**config.mk**
```make
export PLATFORM = sky130hd
export DESIGN_NAME = sar_fabric_control_port
export DESIGN_NICKNAME = d
export VERILOG_FILES = /design/src/sar_fabric_pkg.sv /design/src/sar_fabric_control_port.sv
export SDC_FILE = /design/constraint.sdc
export NUM_CORES = 1
export LEC_CHECK = 0
export BUFFER_PORTS_ARGS = -buffer_cell sky130_fd_sc_hd__buf_2
export CAP_MARGIN = 40
export CELL_PAD_IN_SITES_DETAIL_PLACEMENT = 1
export CELL_PAD_IN_SITES_GLOBAL_PLACEMENT = 1
export CORE_MARGIN = 2
export CORE_UTILIZATION = 35
export DETAILED_ROUTE_END_ITERATION = 10
export PLACE_DENSITY = 0.68
export SKIP_LAST_GASP = 1
export SYNTH_ARGS = -nofsm -noshare
export SYNTH_HDL_FRONTEND = slang
export SYNTH_SLANG_ARGS = --single-unit
```
**constraint.sdc**
```tcl
create_clock -name clk -period 1.87 [get_ports clk]
set_input_delay 0 -clock clk [delete_from_list [all_inputs] [get_ports clk]]
set_output_delay 0 -clock clk [all_outputs]
set_load 0.01 [all_outputs]
```
**src/sar_fabric_pkg.sv**
```systemverilog
// Constants and types shared by the fabric-control sequencer
package sar_fabric_pkg;
	// Channel count and bus geometry
	localparam int NCH = 4;
	localparam int AW = 8;
	// Register byte offsets
	localparam logic [7:0] OFS_CTRL = 8'h00;
	localparam logic [7:0] OFS_STIME = 8'h04;
	localparam logic [7:0] OFS_CHEN = 8'h08;
	localparam logic [7:0] OFS_STATUS = 8'h0c;
	localparam logic [7:0] OFS_WORK0 = 8'h10;
	localparam logic [7:0] OFS_CFG0 = 8'h20;
	localparam logic [7:0] OFS_RES0 = 8'h40;
	// Control register fields
	localparam int CTRL_FAB_BIT = 0;
	localparam int CTRL_SYNC_BIT = 1;
	localparam int CTRL_CONT_BIT = 2;
	localparam int CTRL_FTRIG_BIT = 3;
	localparam int CTRL_SUB10_BIT = 4;
	localparam int CTRL_FW_BIT = 8;
	// Channel configuration fields
	localparam int CFG_OUT_BIT = 31;
	localparam int CFG_DIFF_BIT = 8;
	localparam int CFG_RES_BIT = 9;
	localparam int CFG_AVG_BIT = 10;
	localparam int CFG_ST_LSB = 12;
	localparam logic [31:0] CFG_MASK = 32'h80003700;
	// Status register fields
	localparam int ST_SAT_LSB = 0;
	localparam int ST_RNG_LSB = 4;
	localparam int ST_EOS_BIT = 8;
	// Reset values
	localparam logic [4:0] CTRL_RST = 5'h00;
	localparam logic [31:0] STIME_RST = 32'h03030303;
	localparam logic [3:0] CHEN_RST = 4'h0;
	// Resolution codes in bits
	localparam logic [3:0] RES_12 = 4'hc;
	localparam logic [3:0] RES_10 = 4'ha;
	localparam logic [3:0] RES_8 = 4'h8;
	// Fabric output hold time in clock cycles
	localparam logic [1:0] HOLD_CYC = 2'h2;

	typedef enum logic [2:0] {
		ST_IDLE = 3'b001,
		ST_SAMPLE = 3'b010,
		ST_CONVERT = 3'b100
	} seq_state_t;

	typedef struct packed {
		logic trig;
		logic [1:0] st_sel;
		logic average;
		logic resolution;
		logic differential;
	} fab_cfg_t;

	typedef struct packed {
		logic [1:0] channel;
		logic [7:0] sample_time;
		logic [3:0] bits;
		logic average;
		logic differential;
	} conv_cmd_t;

	typedef struct packed {
		logic next;
		logic done;
		logic [15:0] result;
		logic saturate;
		logic range_hit;
	} adc_resp_t;

	typedef struct packed {
		logic read;
		logic write;
		logic [AW-1:0] address;
		logic [31:0] writedata;
	} av_req_t;

	typedef struct packed {
		logic waitrequest;
		logic [31:0] readdata;
	} av_rsp_t;

	typedef struct packed {
		logic sample_done;
		logic tag_valid;
		logic [3:0] tag;
		logic data_valid;
		logic eos;
	} fab_out_t;
endpackage

```
**src/sar_fabric_control_port.sv**
```systemverilog
// Conversion sequencer with fabric-control mode and register bus
//
// Local design decisions: the register offsets and register access over Avalon-MM.
`timescale 1ns/1ps
module sar_fabric_control_port
	import sar_fabric_pkg::*;
(
	input wire logic clk,
	input wire logic rstn,
	input wire av_req_t av_req,
	output av_rsp_t av_rsp,
	input wire fab_cfg_t fab_cfg_in,
	input wire logic hilo_sel,
	output fab_out_t fab_out,
	output logic [11:0] fab_data,
	input wire adc_resp_t adc_resp,
	output conv_cmd_t conv_cmd,
	output logic conv_start,
	output logic [NCH-1:0] switch_en
);

	typedef struct packed {
		seq_state_t state;
		logic [4:0] ctrl;
		logic [31:0] stime;
		logic [NCH-1:0] chen;
		logic [NCH-1:0][31:0] cfg;
		logic [NCH-1:0] sat_st;
		logic [NCH-1:0] rng_st;
		logic eos_st;
		logic [15:0] work0;
		logic [NCH-1:0][15:0] result;
		logic fw_pend;
		logic [1:0] cur_ch;
		logic cur_out;
		fab_cfg_t s1;
		fab_cfg_t s2;
		fab_cfg_t s3;
		fab_cfg_t acc;
		logic trig_prev;
		logic wreq;
		logic [31:0] rdata;
		conv_cmd_t cmd;
		logic start;
		logic [NCH-1:0] sw_en;
		fab_out_t fo;
		logic [1:0] tag_cnt;
		logic [1:0] data_cnt;
		logic [15:0] dout;
		logic pend;
		logic pend_last;
		logic pend_out;
		logic [1:0] pend_flags;
		logic [1:0] pend_ch;
	} regs_t;

	regs_t r_reg;
	regs_t r_next;

	// Lowest enabled channel at or above a start index
	function automatic logic [2:0] next_ch(
		input logic [NCH-1:0] en,
		input logic [2:0] from
	);
		logic [2:0] res;
		res = 3'b000;
		for (int i = NCH - 1; i >= 0; i--) begin
			if (en[i] && 3'(i) >= from) begin
				res = {1'b1, 2'(i)};
			end
		end
		return res;
	endfunction

	// Hit and index inside a block of per-channel words
	function automatic logic [2:0] region(
		input logic [AW-1:0] addr,
		input logic [AW-1:0] base
	);
		logic [AW-1:0] off;
		off = addr - base;
		region = {(off[1:0] == 2'h0) && (off[AW-1:4] == '0), off[3:2]};
	endfunction

	// Command for the converter core from one set of settings
	function automatic conv_cmd_t make_cmd(
		input logic [1:0] ch,
		input logic [1:0] st_sel,
		input logic res_alt,
		input logic avg,
		input logic diff,
		input logic [31:0] stime,
		input logic sub10
	);
		conv_cmd_t c;
		c.channel = ch;
		c.sample_time = stime[8*st_sel +: 8];
		if (!res_alt) begin
			c.bits = RES_12;
		end else if (sub10) begin
			c.bits = RES_10;
		end else begin
			c.bits = RES_8;
		end
		c.average = avg;
		c.differential = diff;
		return c;
	endfunction

	// Working signals of the next-state process
	fab_cfg_t sel;
	logic fab_mode;
	logic go;
	logic trig_fab;
	logic [2:0] nc;
	logic [2:0] ci;
	logic [2:0] ri;
	logic [31:0] rd;
	logic [31:0] wd;
	logic [NCH-1:0] sat_clr;
	logic [NCH-1:0] rng_clr;
	logic eos_clr;
	logic [NCH-1:0] sat_set;
	logic [NCH-1:0] rng_set;
	logic eos_set;
	logic fw_set;
	logic fw_take;
	logic [31:0] chcfg;

	// Whole next state in one place
	always_comb begin
		r_next = r_reg;
		fab_mode = r_reg.ctrl[CTRL_FAB_BIT];
		wd = av_req.writedata;
		sat_clr = '0;
		rng_clr = '0;
		eos_clr = 1'b0;
		sat_set = '0;
		rng_set = '0;
		eos_set = 1'b0;
		fw_set = 1'b0;
		fw_take = 1'b0;
		nc = 3'b000;
		chcfg = r_reg.cfg[r_reg.cur_ch];
		ci = region(av_req.address, OFS_CFG0);
		ri = region(av_req.address, OFS_RES0);
		rd = 32'h0;

		// Three stages; a change counts once the last two agree
		r_next.s1 = fab_cfg_in;
		r_next.s2 = r_reg.s1;
		r_next.s3 = r_reg.s2;
		r_next.acc = (r_reg.s2 & r_reg.s3) | (r_reg.acc & (r_reg.s2 ^ r_reg.s3));
		// Bypass helps slow converter clocks at the cost of metastability margin
		sel = r_reg.ctrl[CTRL_SYNC_BIT] ? r_reg.acc : fab_cfg_in;

		// Rising edge of the fabric trigger, only when that source is enabled
		trig_fab = r_reg.ctrl[CTRL_FTRIG_BIT] && sel.trig && !r_reg.trig_prev;
		r_next.trig_prev = sel.trig;
		go = r_reg.fw_pend || trig_fab || r_reg.ctrl[CTRL_CONT_BIT];

		// Register read data, prepared one cycle ahead of the answer
		if (av_req.address == OFS_CTRL) begin
			rd = {27'h0, r_reg.ctrl};
		end else if (av_req.address == OFS_STIME) begin
			rd = r_reg.stime;
		end else if (av_req.address == OFS_CHEN) begin
			rd = {28'h0, r_reg.chen};
		end else if (av_req.address == OFS_STATUS) begin
			rd = {15'h0, r_reg.state != ST_IDLE, 7'h0, r_reg.eos_st, r_reg.rng_st, r_reg.sat_st};
		end else if (av_req.address == OFS_WORK0) begin
			rd = {16'h0, r_reg.work0};
		end else if (ci[2]) begin
			rd = r_reg.cfg[ci[1:0]];
		end else if (ri[2]) begin
			rd = {16'h0, r_reg.result[ri[1:0]]};
		end else begin
			rd = 32'h0;
		end

		// Bus slave: one wait cycle, then the request is taken
		r_next.wreq = 1'b1;
		if ((av_req.read || av_req.write) && r_reg.wreq) begin
			r_next.wreq = 1'b0;
			r_next.rdata = av_req.read ? rd : 32'h0;
		end else if (av_req.write && !r_reg.wreq) begin
			if (av_req.address == OFS_CTRL) begin
				r_next.ctrl = wd[4:0];
				fw_set = wd[CTRL_FW_BIT];
			end else if (av_req.address == OFS_STIME) begin
				r_next.stime = wd;
			end else if (av_req.address == OFS_CHEN) begin
				r_next.chen = wd[NCH-1:0];
			end else if (av_req.address == OFS_STATUS) begin
				sat_clr = wd[ST_SAT_LSB +: NCH];
				rng_clr = wd[ST_RNG_LSB +: NCH];
				eos_clr = wd[ST_EOS_BIT];
			end else if (ci[2]) begin
				r_next.cfg[ci[1:0]] = wd & CFG_MASK;
			end
		end

		// Converter command and sample-done follow the core
		r_next.start = 1'b0;
		r_next.fo.sample_done = adc_resp.next;

		// Scan sequencer
		case (r_reg.state)
			ST_IDLE: begin
				if (go) begin
					fw_take = 1'b1;
					if (fab_mode) begin
						// Settings latched here; fabric keeps them until sample-done
						r_next.cmd = make_cmd(2'h0, sel.st_sel, sel.resolution, sel.average,
							sel.differential, r_reg.stime, r_reg.ctrl[CTRL_SUB10_BIT]);
						r_next.cur_ch = 2'h0;
						r_next.cur_out = 1'b1;
						r_next.sw_en = '0;
						r_next.start = 1'b1;
						r_next.state = ST_SAMPLE;
					end else begin
						nc = next_ch(r_reg.chen, 3'h0);
						if (nc[2]) begin
							chcfg = r_reg.cfg[nc[1:0]];
							r_next.cmd = make_cmd(nc[1:0], chcfg[CFG_ST_LSB +: 2], chcfg[CFG_RES_BIT],
								chcfg[CFG_AVG_BIT], chcfg[CFG_DIFF_BIT], r_reg.stime,
								r_reg.ctrl[CTRL_SUB10_BIT]);
							r_next.cur_ch = nc[1:0];
							r_next.cur_out = chcfg[CFG_OUT_BIT];
							r_next.sw_en = NCH'(1) << nc[1:0];
							r_next.start = 1'b1;
							r_next.state = ST_SAMPLE;
						end
					end
				end
			end
			ST_SAMPLE: begin
				if (adc_resp.next) begin
					// Early channel tag, so the fabric can prepare the next input
					if (r_reg.cur_out) begin
						r_next.fo.tag = {2'h0, r_reg.cur_ch};
						r_next.fo.tag_valid = 1'b1;
						r_next.tag_cnt = HOLD_CYC;
					end
					r_next.sw_en = '0;
					r_next.state = ST_CONVERT;
				end
			end
			ST_CONVERT: begin
				if (adc_resp.done) begin
					if (r_reg.cur_ch == 2'h0) begin
						r_next.work0 = adc_resp.result;
					end
					r_next.result[r_reg.cur_ch] = adc_resp.result;
					sat_set[r_reg.cur_ch] = adc_resp.saturate;
					rng_set[r_reg.cur_ch] = adc_resp.range_hit;
					r_next.pend = 1'b1;
					r_next.pend_out = r_reg.cur_out;
					// Scan may already have moved on to the next channel
					r_next.pend_ch = r_reg.cur_ch;
					r_next.pend_flags = {adc_resp.range_hit, adc_resp.saturate};
					if (fab_mode) begin
						r_next.pend_last = 1'b1;
						r_next.state = ST_IDLE;
					end else begin
						nc = next_ch(r_reg.chen, {1'b0, r_reg.cur_ch} + 3'h1);
						r_next.pend_last = !nc[2];
						if (nc[2]) begin
							chcfg = r_reg.cfg[nc[1:0]];
							r_next.cmd = make_cmd(nc[1:0], chcfg[CFG_ST_LSB +: 2], chcfg[CFG_RES_BIT],
								chcfg[CFG_AVG_BIT], chcfg[CFG_DIFF_BIT], r_reg.stime,
								r_reg.ctrl[CTRL_SUB10_BIT]);
							r_next.cur_ch = nc[1:0];
							r_next.cur_out = chcfg[CFG_OUT_BIT];
							r_next.sw_en = NCH'(1) << nc[1:0];
							r_next.start = 1'b1;
							r_next.state = ST_SAMPLE;
						end else begin
							r_next.state = ST_IDLE;
						end
					end
				end
			end
			default: begin
				r_next.state = ST_IDLE;
			end
		endcase

		// Hold counters for the fabric strobes
		if (r_reg.tag_cnt != 2'h0) begin
			r_next.tag_cnt = r_reg.tag_cnt - 2'h1;
			r_next.fo.tag_valid = (r_reg.tag_cnt == HOLD_CYC);
		end
		if (r_reg.data_cnt != 2'h0) begin
			r_next.data_cnt = r_reg.data_cnt - 2'h1;
			r_next.fo.data_valid = (r_reg.data_cnt == HOLD_CYC) && r_reg.pend_out;
			r_next.fo.eos = (r_reg.data_cnt == HOLD_CYC) && r_reg.pend_last;
		end
		if (r_reg.state == ST_SAMPLE && adc_resp.next && r_reg.cur_out) begin
			r_next.fo.tag_valid = 1'b1;
		end

		// Result goes out two cycles after completion
		if (r_reg.pend) begin
			r_next.pend = 1'b0;
			r_next.data_cnt = HOLD_CYC;
			eos_set = r_reg.pend_last;
			r_next.fo.eos = r_reg.pend_last;
			r_next.fo.data_valid = r_reg.pend_out;
			if (r_reg.pend_out) begin
				r_next.dout = r_reg.result[r_reg.pend_ch];
				if (fab_mode) begin
					r_next.dout = r_reg.work0;
					r_next.fo.tag = {2'h0, r_reg.pend_flags};
					r_next.fo.tag_valid = 1'b1;
					r_next.tag_cnt = HOLD_CYC;
				end
			end
		end

		// Sticky status; a hardware set wins over a software clear
		r_next.sat_st = (r_reg.sat_st & ~sat_clr) | sat_set;
		r_next.rng_st = (r_reg.rng_st & ~rng_clr) | rng_set;
		r_next.eos_st = (r_reg.eos_st & ~eos_clr) | eos_set;
		r_next.fw_pend = (r_reg.fw_pend && !fw_take) || fw_set;
	end

	// State register; every field has a constant reset value
	always_ff @(posedge clk or negedge rstn) begin
		if (!rstn) begin
			r_reg <= '0;
			r_reg.state <= ST_IDLE;
			r_reg.ctrl <= CTRL_RST;
			r_reg.stime <= STIME_RST;
			r_reg.chen <= CHEN_RST;
			r_reg.wreq <= 1'b1;
		end else begin
			r_reg <= r_next;
		end
	end

	// Outputs straight from the state register
	assign av_rsp.waitrequest = r_reg.wreq;
	assign av_rsp.readdata = r_reg.rdata;
	assign fab_out = r_reg.fo;
	assign conv_cmd = r_reg.cmd;
	assign conv_start = r_reg.start;
	assign switch_en = r_reg.sw_en;

	// Byte select is a pure mux so the fabric can flip it within one hold window;
	// the fabric itself joins the two overlapping parts
	assign fab_data = hilo_sel ? {4'h0, r_reg.dout[15:8]} : r_reg.dout[11:0];

endmodule

```
# After elaboration in Yosys (flattened, before gate mapping)
# Cells that the tools add are included.
# Widths: inputs -> output; s select.
totals:
  regBits: 379
  in_bits: 71
  out_inout_bits: 74
  word_cells: 289
classes:
  n_addsub: 5
  magnitude_cmp: 12
  eq_ne: 16
  shifts: 5
  mux: 120
  bitwise_logic: 20
  reduce_logical: 49
op_table:
  columns: ["operator", "n"]
  rows:
  - ["$mux 32", 11]
  - ["$bmux 32 s2", 3]
  - ["$bwmux 128", 1]
  - ["$mux 21", 6]
  - ["$mux 16", 6]
  - ["$shiftx 32x6->8", 3]
  - ["$mux 3", 28]
  - ["$mux 4", 18]
  - ["$bmux 16 s2", 2]
  - ["$bwmux 64", 1]
  - ["$demux 32 s2", 1]
  - ["$pmux 17 s2", 1]
  - ["$mux 33", 1]
  - ["$demux 16 s2", 1]
  - ["$mux 28", 1]
  - ["$mux 5", 5]
  - ["$mux 2", 10]
  - ["$lt 2x3->1 const B", 6]
  - ["$logic_and 1x1->1", 17]
  - ["$and 4x4->4", 4]
  - ["$eq 8x4->1 const B", 2]
  - ["$mux 1", 16]
  - ["$mux 7", 2]
  - ["$reduce_and 7->1", 2]
  - ["other kinds (43)", 79]

# Depth between registers and ports, before layout
depth:
  ltp_word: 17
  ltp_mapped: 8
  mapped_depth_nobuf: 7

# Worst setup path after synthesis
# No wires, ideal clock.
synth_timing:
  path_type: "reg2reg"
  from: "register r_reg[372] (netlist name)"
  to: "register r_reg, in the netlist switch_en[1]"
  setup_time_ps: 125
  arrival_ps: 1879
  t_required_ps: 1745
  setup_slack_ps: -134
  path_stages_with_launch: 8
  path_buffers: 1
  synth_period_minus_slack_ps: 2004
  cell_sequence: "dfrtp_1 buf_6 mux2_4 a311o_1 a21oi_1 nor2_1 nand3_1 mux2_2"
synth_lines:
  columns: ["element", "line_no", "source"]
  rows:
  - ["start, declared", "sar_fabric_control_port.sv:57", "regs_t r_reg;"]
  - ["start signal, assigned", "sar_fabric_control_port.sv:338", "r_reg <= r_next;"]

# Worst setup path after layout
layout_timing:
  from: "register r_reg[336] (netlist name)"
  to: "register r_reg, in the netlist conv_cmd[6]"
layout_between:
  elab_chain_cells: 13
  word_cells_on_any_way: 27
  classes_between: "2 x eq/ne; 2 x shift; 21 x mux; 2 x reduce/logical"
layout_lines:
  columns: ["element", "line_no", "source"]
  rows:
  - ["$logic_and 1x1->1", "sar_fabric_control_port.sv:68", "if (en[i] && 3'(i) >= from) begin"]
  - ["$mux 3 (2 in a row)", "sar_fabric_control_port.sv:68", null]
  - ["$mux 3", "sar_fabric_control_port.sv:262", "if (fab_mode) begin"]
  - ["$mux 3", "sar_fabric_control_port.sv:250", "if (adc_resp.done) begin"]
  - ["$mux 3", "sar_fabric_control_port.sv:208", "case (r_reg.state)"]
  - ["$bmux 32 s2", "sar_fabric_control_port.sv:269", "chcfg = r_reg.cfg[nc[1:0]];"]
  - ["$mux 32 (not written as such)", "sar_fabric_control_port.sv:269", null]
  - ["$shiftx 32x6->8", "sar_fabric_control_port.sv:97", "c.sample_time = stime[8*st_sel +: 8];"]
  - ["$mux 21", "sar_fabric_control_port.sv:268", "if (nc[2]) begin"]
  - ["$mux 21", "sar_fabric_control_port.sv:262", null]
  - ["$mux 21", "sar_fabric_control_port.sv:250", null]
  - ["$pmux 17 s2", "sar_fabric_control_port.sv:208", null]
# Parallel ways exist; a longest one is shown, timed or not. The select of a mux whose other input is x is not followed.
# A chain may end at the register's enable or synchronous reset.

==> out/qor.yml <==
sta:
  slew_viol_final: 0
  setup_slack_ns: -0.112
  rsz0062_at_grt: "true"
  fin_crit_ns: 1.98
  setup_viol: 18
  fin_skew_ns: 0.0254
  hold_violations: 14
  timing.slew.headroom_pct: 59.7
  fmaxAchievable_mhz: 504
  worst_pin_slew_ns: 0.605
  tns_ns: -0.903
  whs_ns: -0.0218
  min_period_over_period_pct: 106
critical_path:
  ff2ff_setup_slack_ns: -0.11
  cp.arrival_ns: 2.39
  r2r_cells: 7
  cp-end-kind: "flip-flop"
  cp.buffers_inverters: 1
  cp_top_family: "simple AND/OR/NAND/NOR gates"
  crit_chain: "nor2b_4, o31ai_4, nand3b_1, buf_4, nand2_4, mux2i_1, o2111ai_2"
  cpPeakStageDelay_ns: 0.49
  r2r_end: "conv_cmd[6]"
  cp_slowest_cell: "dfrtp_2"
  r2r-start: "r_reg[336]"
  critPathMaxFanout: 8
  start_kind: "flip-flop"
  crit_required_ns: 2.27
  criticalPathCategory: "reg -> reg"
hold_path:
  hold_class: "in -> async"
power:
  p_leak_nw: 8.80
  ir_drop_v: 0.000462
  powerDensity_nw_per_um2: 870
floorplan:
  io_pins: 145
  start_util_pct: 35.6
  die_w_um: 203
  rows: 72
  core_um2: 38800
  die-area_um2: 41100
  die_y_um: 203
finish:
  regArea_um2: 6870
  fillers: 4095
  multi_input_area_um2: 6430
  instances_no_fill: 2000
  finish.utilization_pct: 47.0
  final_nets: 1537
  layout-drive-gt1-share_pct: 40.3
  final_area_um2: 18200
  n_antenna_cell: 0
  largest_reg_flops: 200
  area_growth_pct: 31.9
  final_cell_mix: "dfrtp_1, nand2_1, buf_2, mux2_2, buf_4"
  final_common_cell: "dfrtp_1"
grt:
  grt_max_degree: 53
  track_usage_pct: 22.0
  grt_pass1_vias: 11500
  grt_pass1_wl_mm: 69.4
  antenna_found_initial: 2
  grt_overflow: 0
drt:
  drt-initial-drc-count: 648
  vias: 10900
  drc: 0
  drt_pass1_iterations: 5
  wl_per_cell_um: 23.3
  totalWireLength_mm: 46.7
  ant_nets: 0
  viasPerCell: 5.44
logic_synthesis:
  synth.ff_latch_count: 274
  synth_area_um2: 13800
  synth_enable_flop_cells: 0
  synthDistinctLibCells: 72
  async_reset_ff_share_pct: 100
  synth.net_count: 1271
  yosys_warnings: 0
  ys.flop_type: "dfrtp_1"
  ys_seq_area_share_pct: 49.6
  syn_area_per_cell_um2: 11.6
  synth_top_area_share_pct: 47.7
  yosys-top-cells-area: "dfrtp_1, mux2_2, mux4_2"
  yosysTopAreaCell: "dfrtp_1"
  synth_cells: 1191
place:
  portBuffers: 143
  place_inst: 1844
  placed_area_um2: 15700
  place_hpwl_mm: 32.1
  gp_congestion: 0.865
cts:
  clockBufferDepth: 3
  cts-root-buf: "clkbuf_16"
  clk_pin_slew_ns: 0.06
  clk_latency_ns: 0.54
  cts_tree: "done"
  h-tree-depth: 2
  cts_buffers: 34
  clkSinkCount: 274
outcome:
  status: "complete, but fails checks"
  violations: "negative hold slack, negative setup slack"
flow_run:
  cap_violations: 0
[per-stage QoR]
stage | power [mW] | hold slack, ns | setup slack (ns)
finish | 15.9 | -0.0218 | -0.112
global route | 16.5 | 0.0158 | -0.190
CTS | 15.9 | 0.00472 | -0.0876
detailed placement | 8.55 | -0.0400 | -0.220
global placement | 8.48 | -0.0361 | -0.194
floorplan | 7.68 | -0.296 | -0.0486
[power by group]
| group | internal [mW] | switching [mW] |
|---|---|---|
| Sequential | 6.27 | 0.276 |
| Combinational | 1.09 | 1.20 |
| Clock | 4.37 | 2.67 |
| Total | 11.7 | 4.15 |
[final cells by class]
type / instances / share of cell area, %
repair buffers: 359 / 16.5
flip-flops and latches: 274 / 37.7
well taps: 518 / 3.55
inverters: 18 / 0.405
clock inverters: 16 / 1.28
clock buffers: 45 / 5.33
multi-input cells: 770 / 35.3
[Yosys cell counts, types with 13 or more instances]
library cell  count
mux4_2           38
inv_1            17
nand2_1         158
buf_4            67
mux2i_1          58
o21ai_0          39
a221o_1          22
mux2_2          125
a22o_1           31
a22oi_1          20
dfrtp_1         264
clkbuf_1         25
nor2b_1          13
a21oi_1          49
nor2_1           51
buf_2            27
nand2b_1         15
[worst max path at each step]
| stage | from | to | slack (ns) | depth (start not counted) |
|---|---|---|---|---|
| final | r_reg[336] | conv_cmd[6] | -0.11 | 7 |
| after global routing | r_reg[336] | conv_cmd[6] | -0.19 | 7 |
| after CTS | r_reg[372] | conv_cmd[9] | -0.09 | 7 |
| after detailed placement | r_reg[116] | conv_cmd[11] | -0.22 | 8 |
| after global placement | r_reg[116] | conv_cmd[11] | -0.19 | 8 |
| after floorplan | r_reg[372] | switch_en[1] | -0.05 | 7 |
[per-layer routing]
metal  track usage [%]  wire (um)  vias up
li1                  -          -     4811
met1              29.2      19900     5646
met2              37.4      23200      330
met3              3.18       2310       80
met4              6.36       1260        4
met5                 0         20        -
[what timing repair did]
action	CTS	global route
hold buffers	61	0
pin swaps	6	24
gates resized for setup	30	50
gates cloned	1	8
setup buffers	7	18
endpoints found under the setup margin	17	58
hold endpoints to repair	434	0
[cell families (layout without fill, tap and decap cells)]
kind of cell,Yosys count,in the layout,share of synthesized area [%]
other,1,1,0.0271
XOR/XNOR,2,2,0.127
adder cells (fa/ha/maj),9,9,0.814
buffers and inverters,147,438,6.24
AND/OR/NAND/NOR,298,298,10.0
AO/OA/AOI/OAI,237,237,12.3
flip-flops,274,274,49.6
multiplexers,223,223,20.8
No activity file was read; power rests on OpenSTA's default activity.
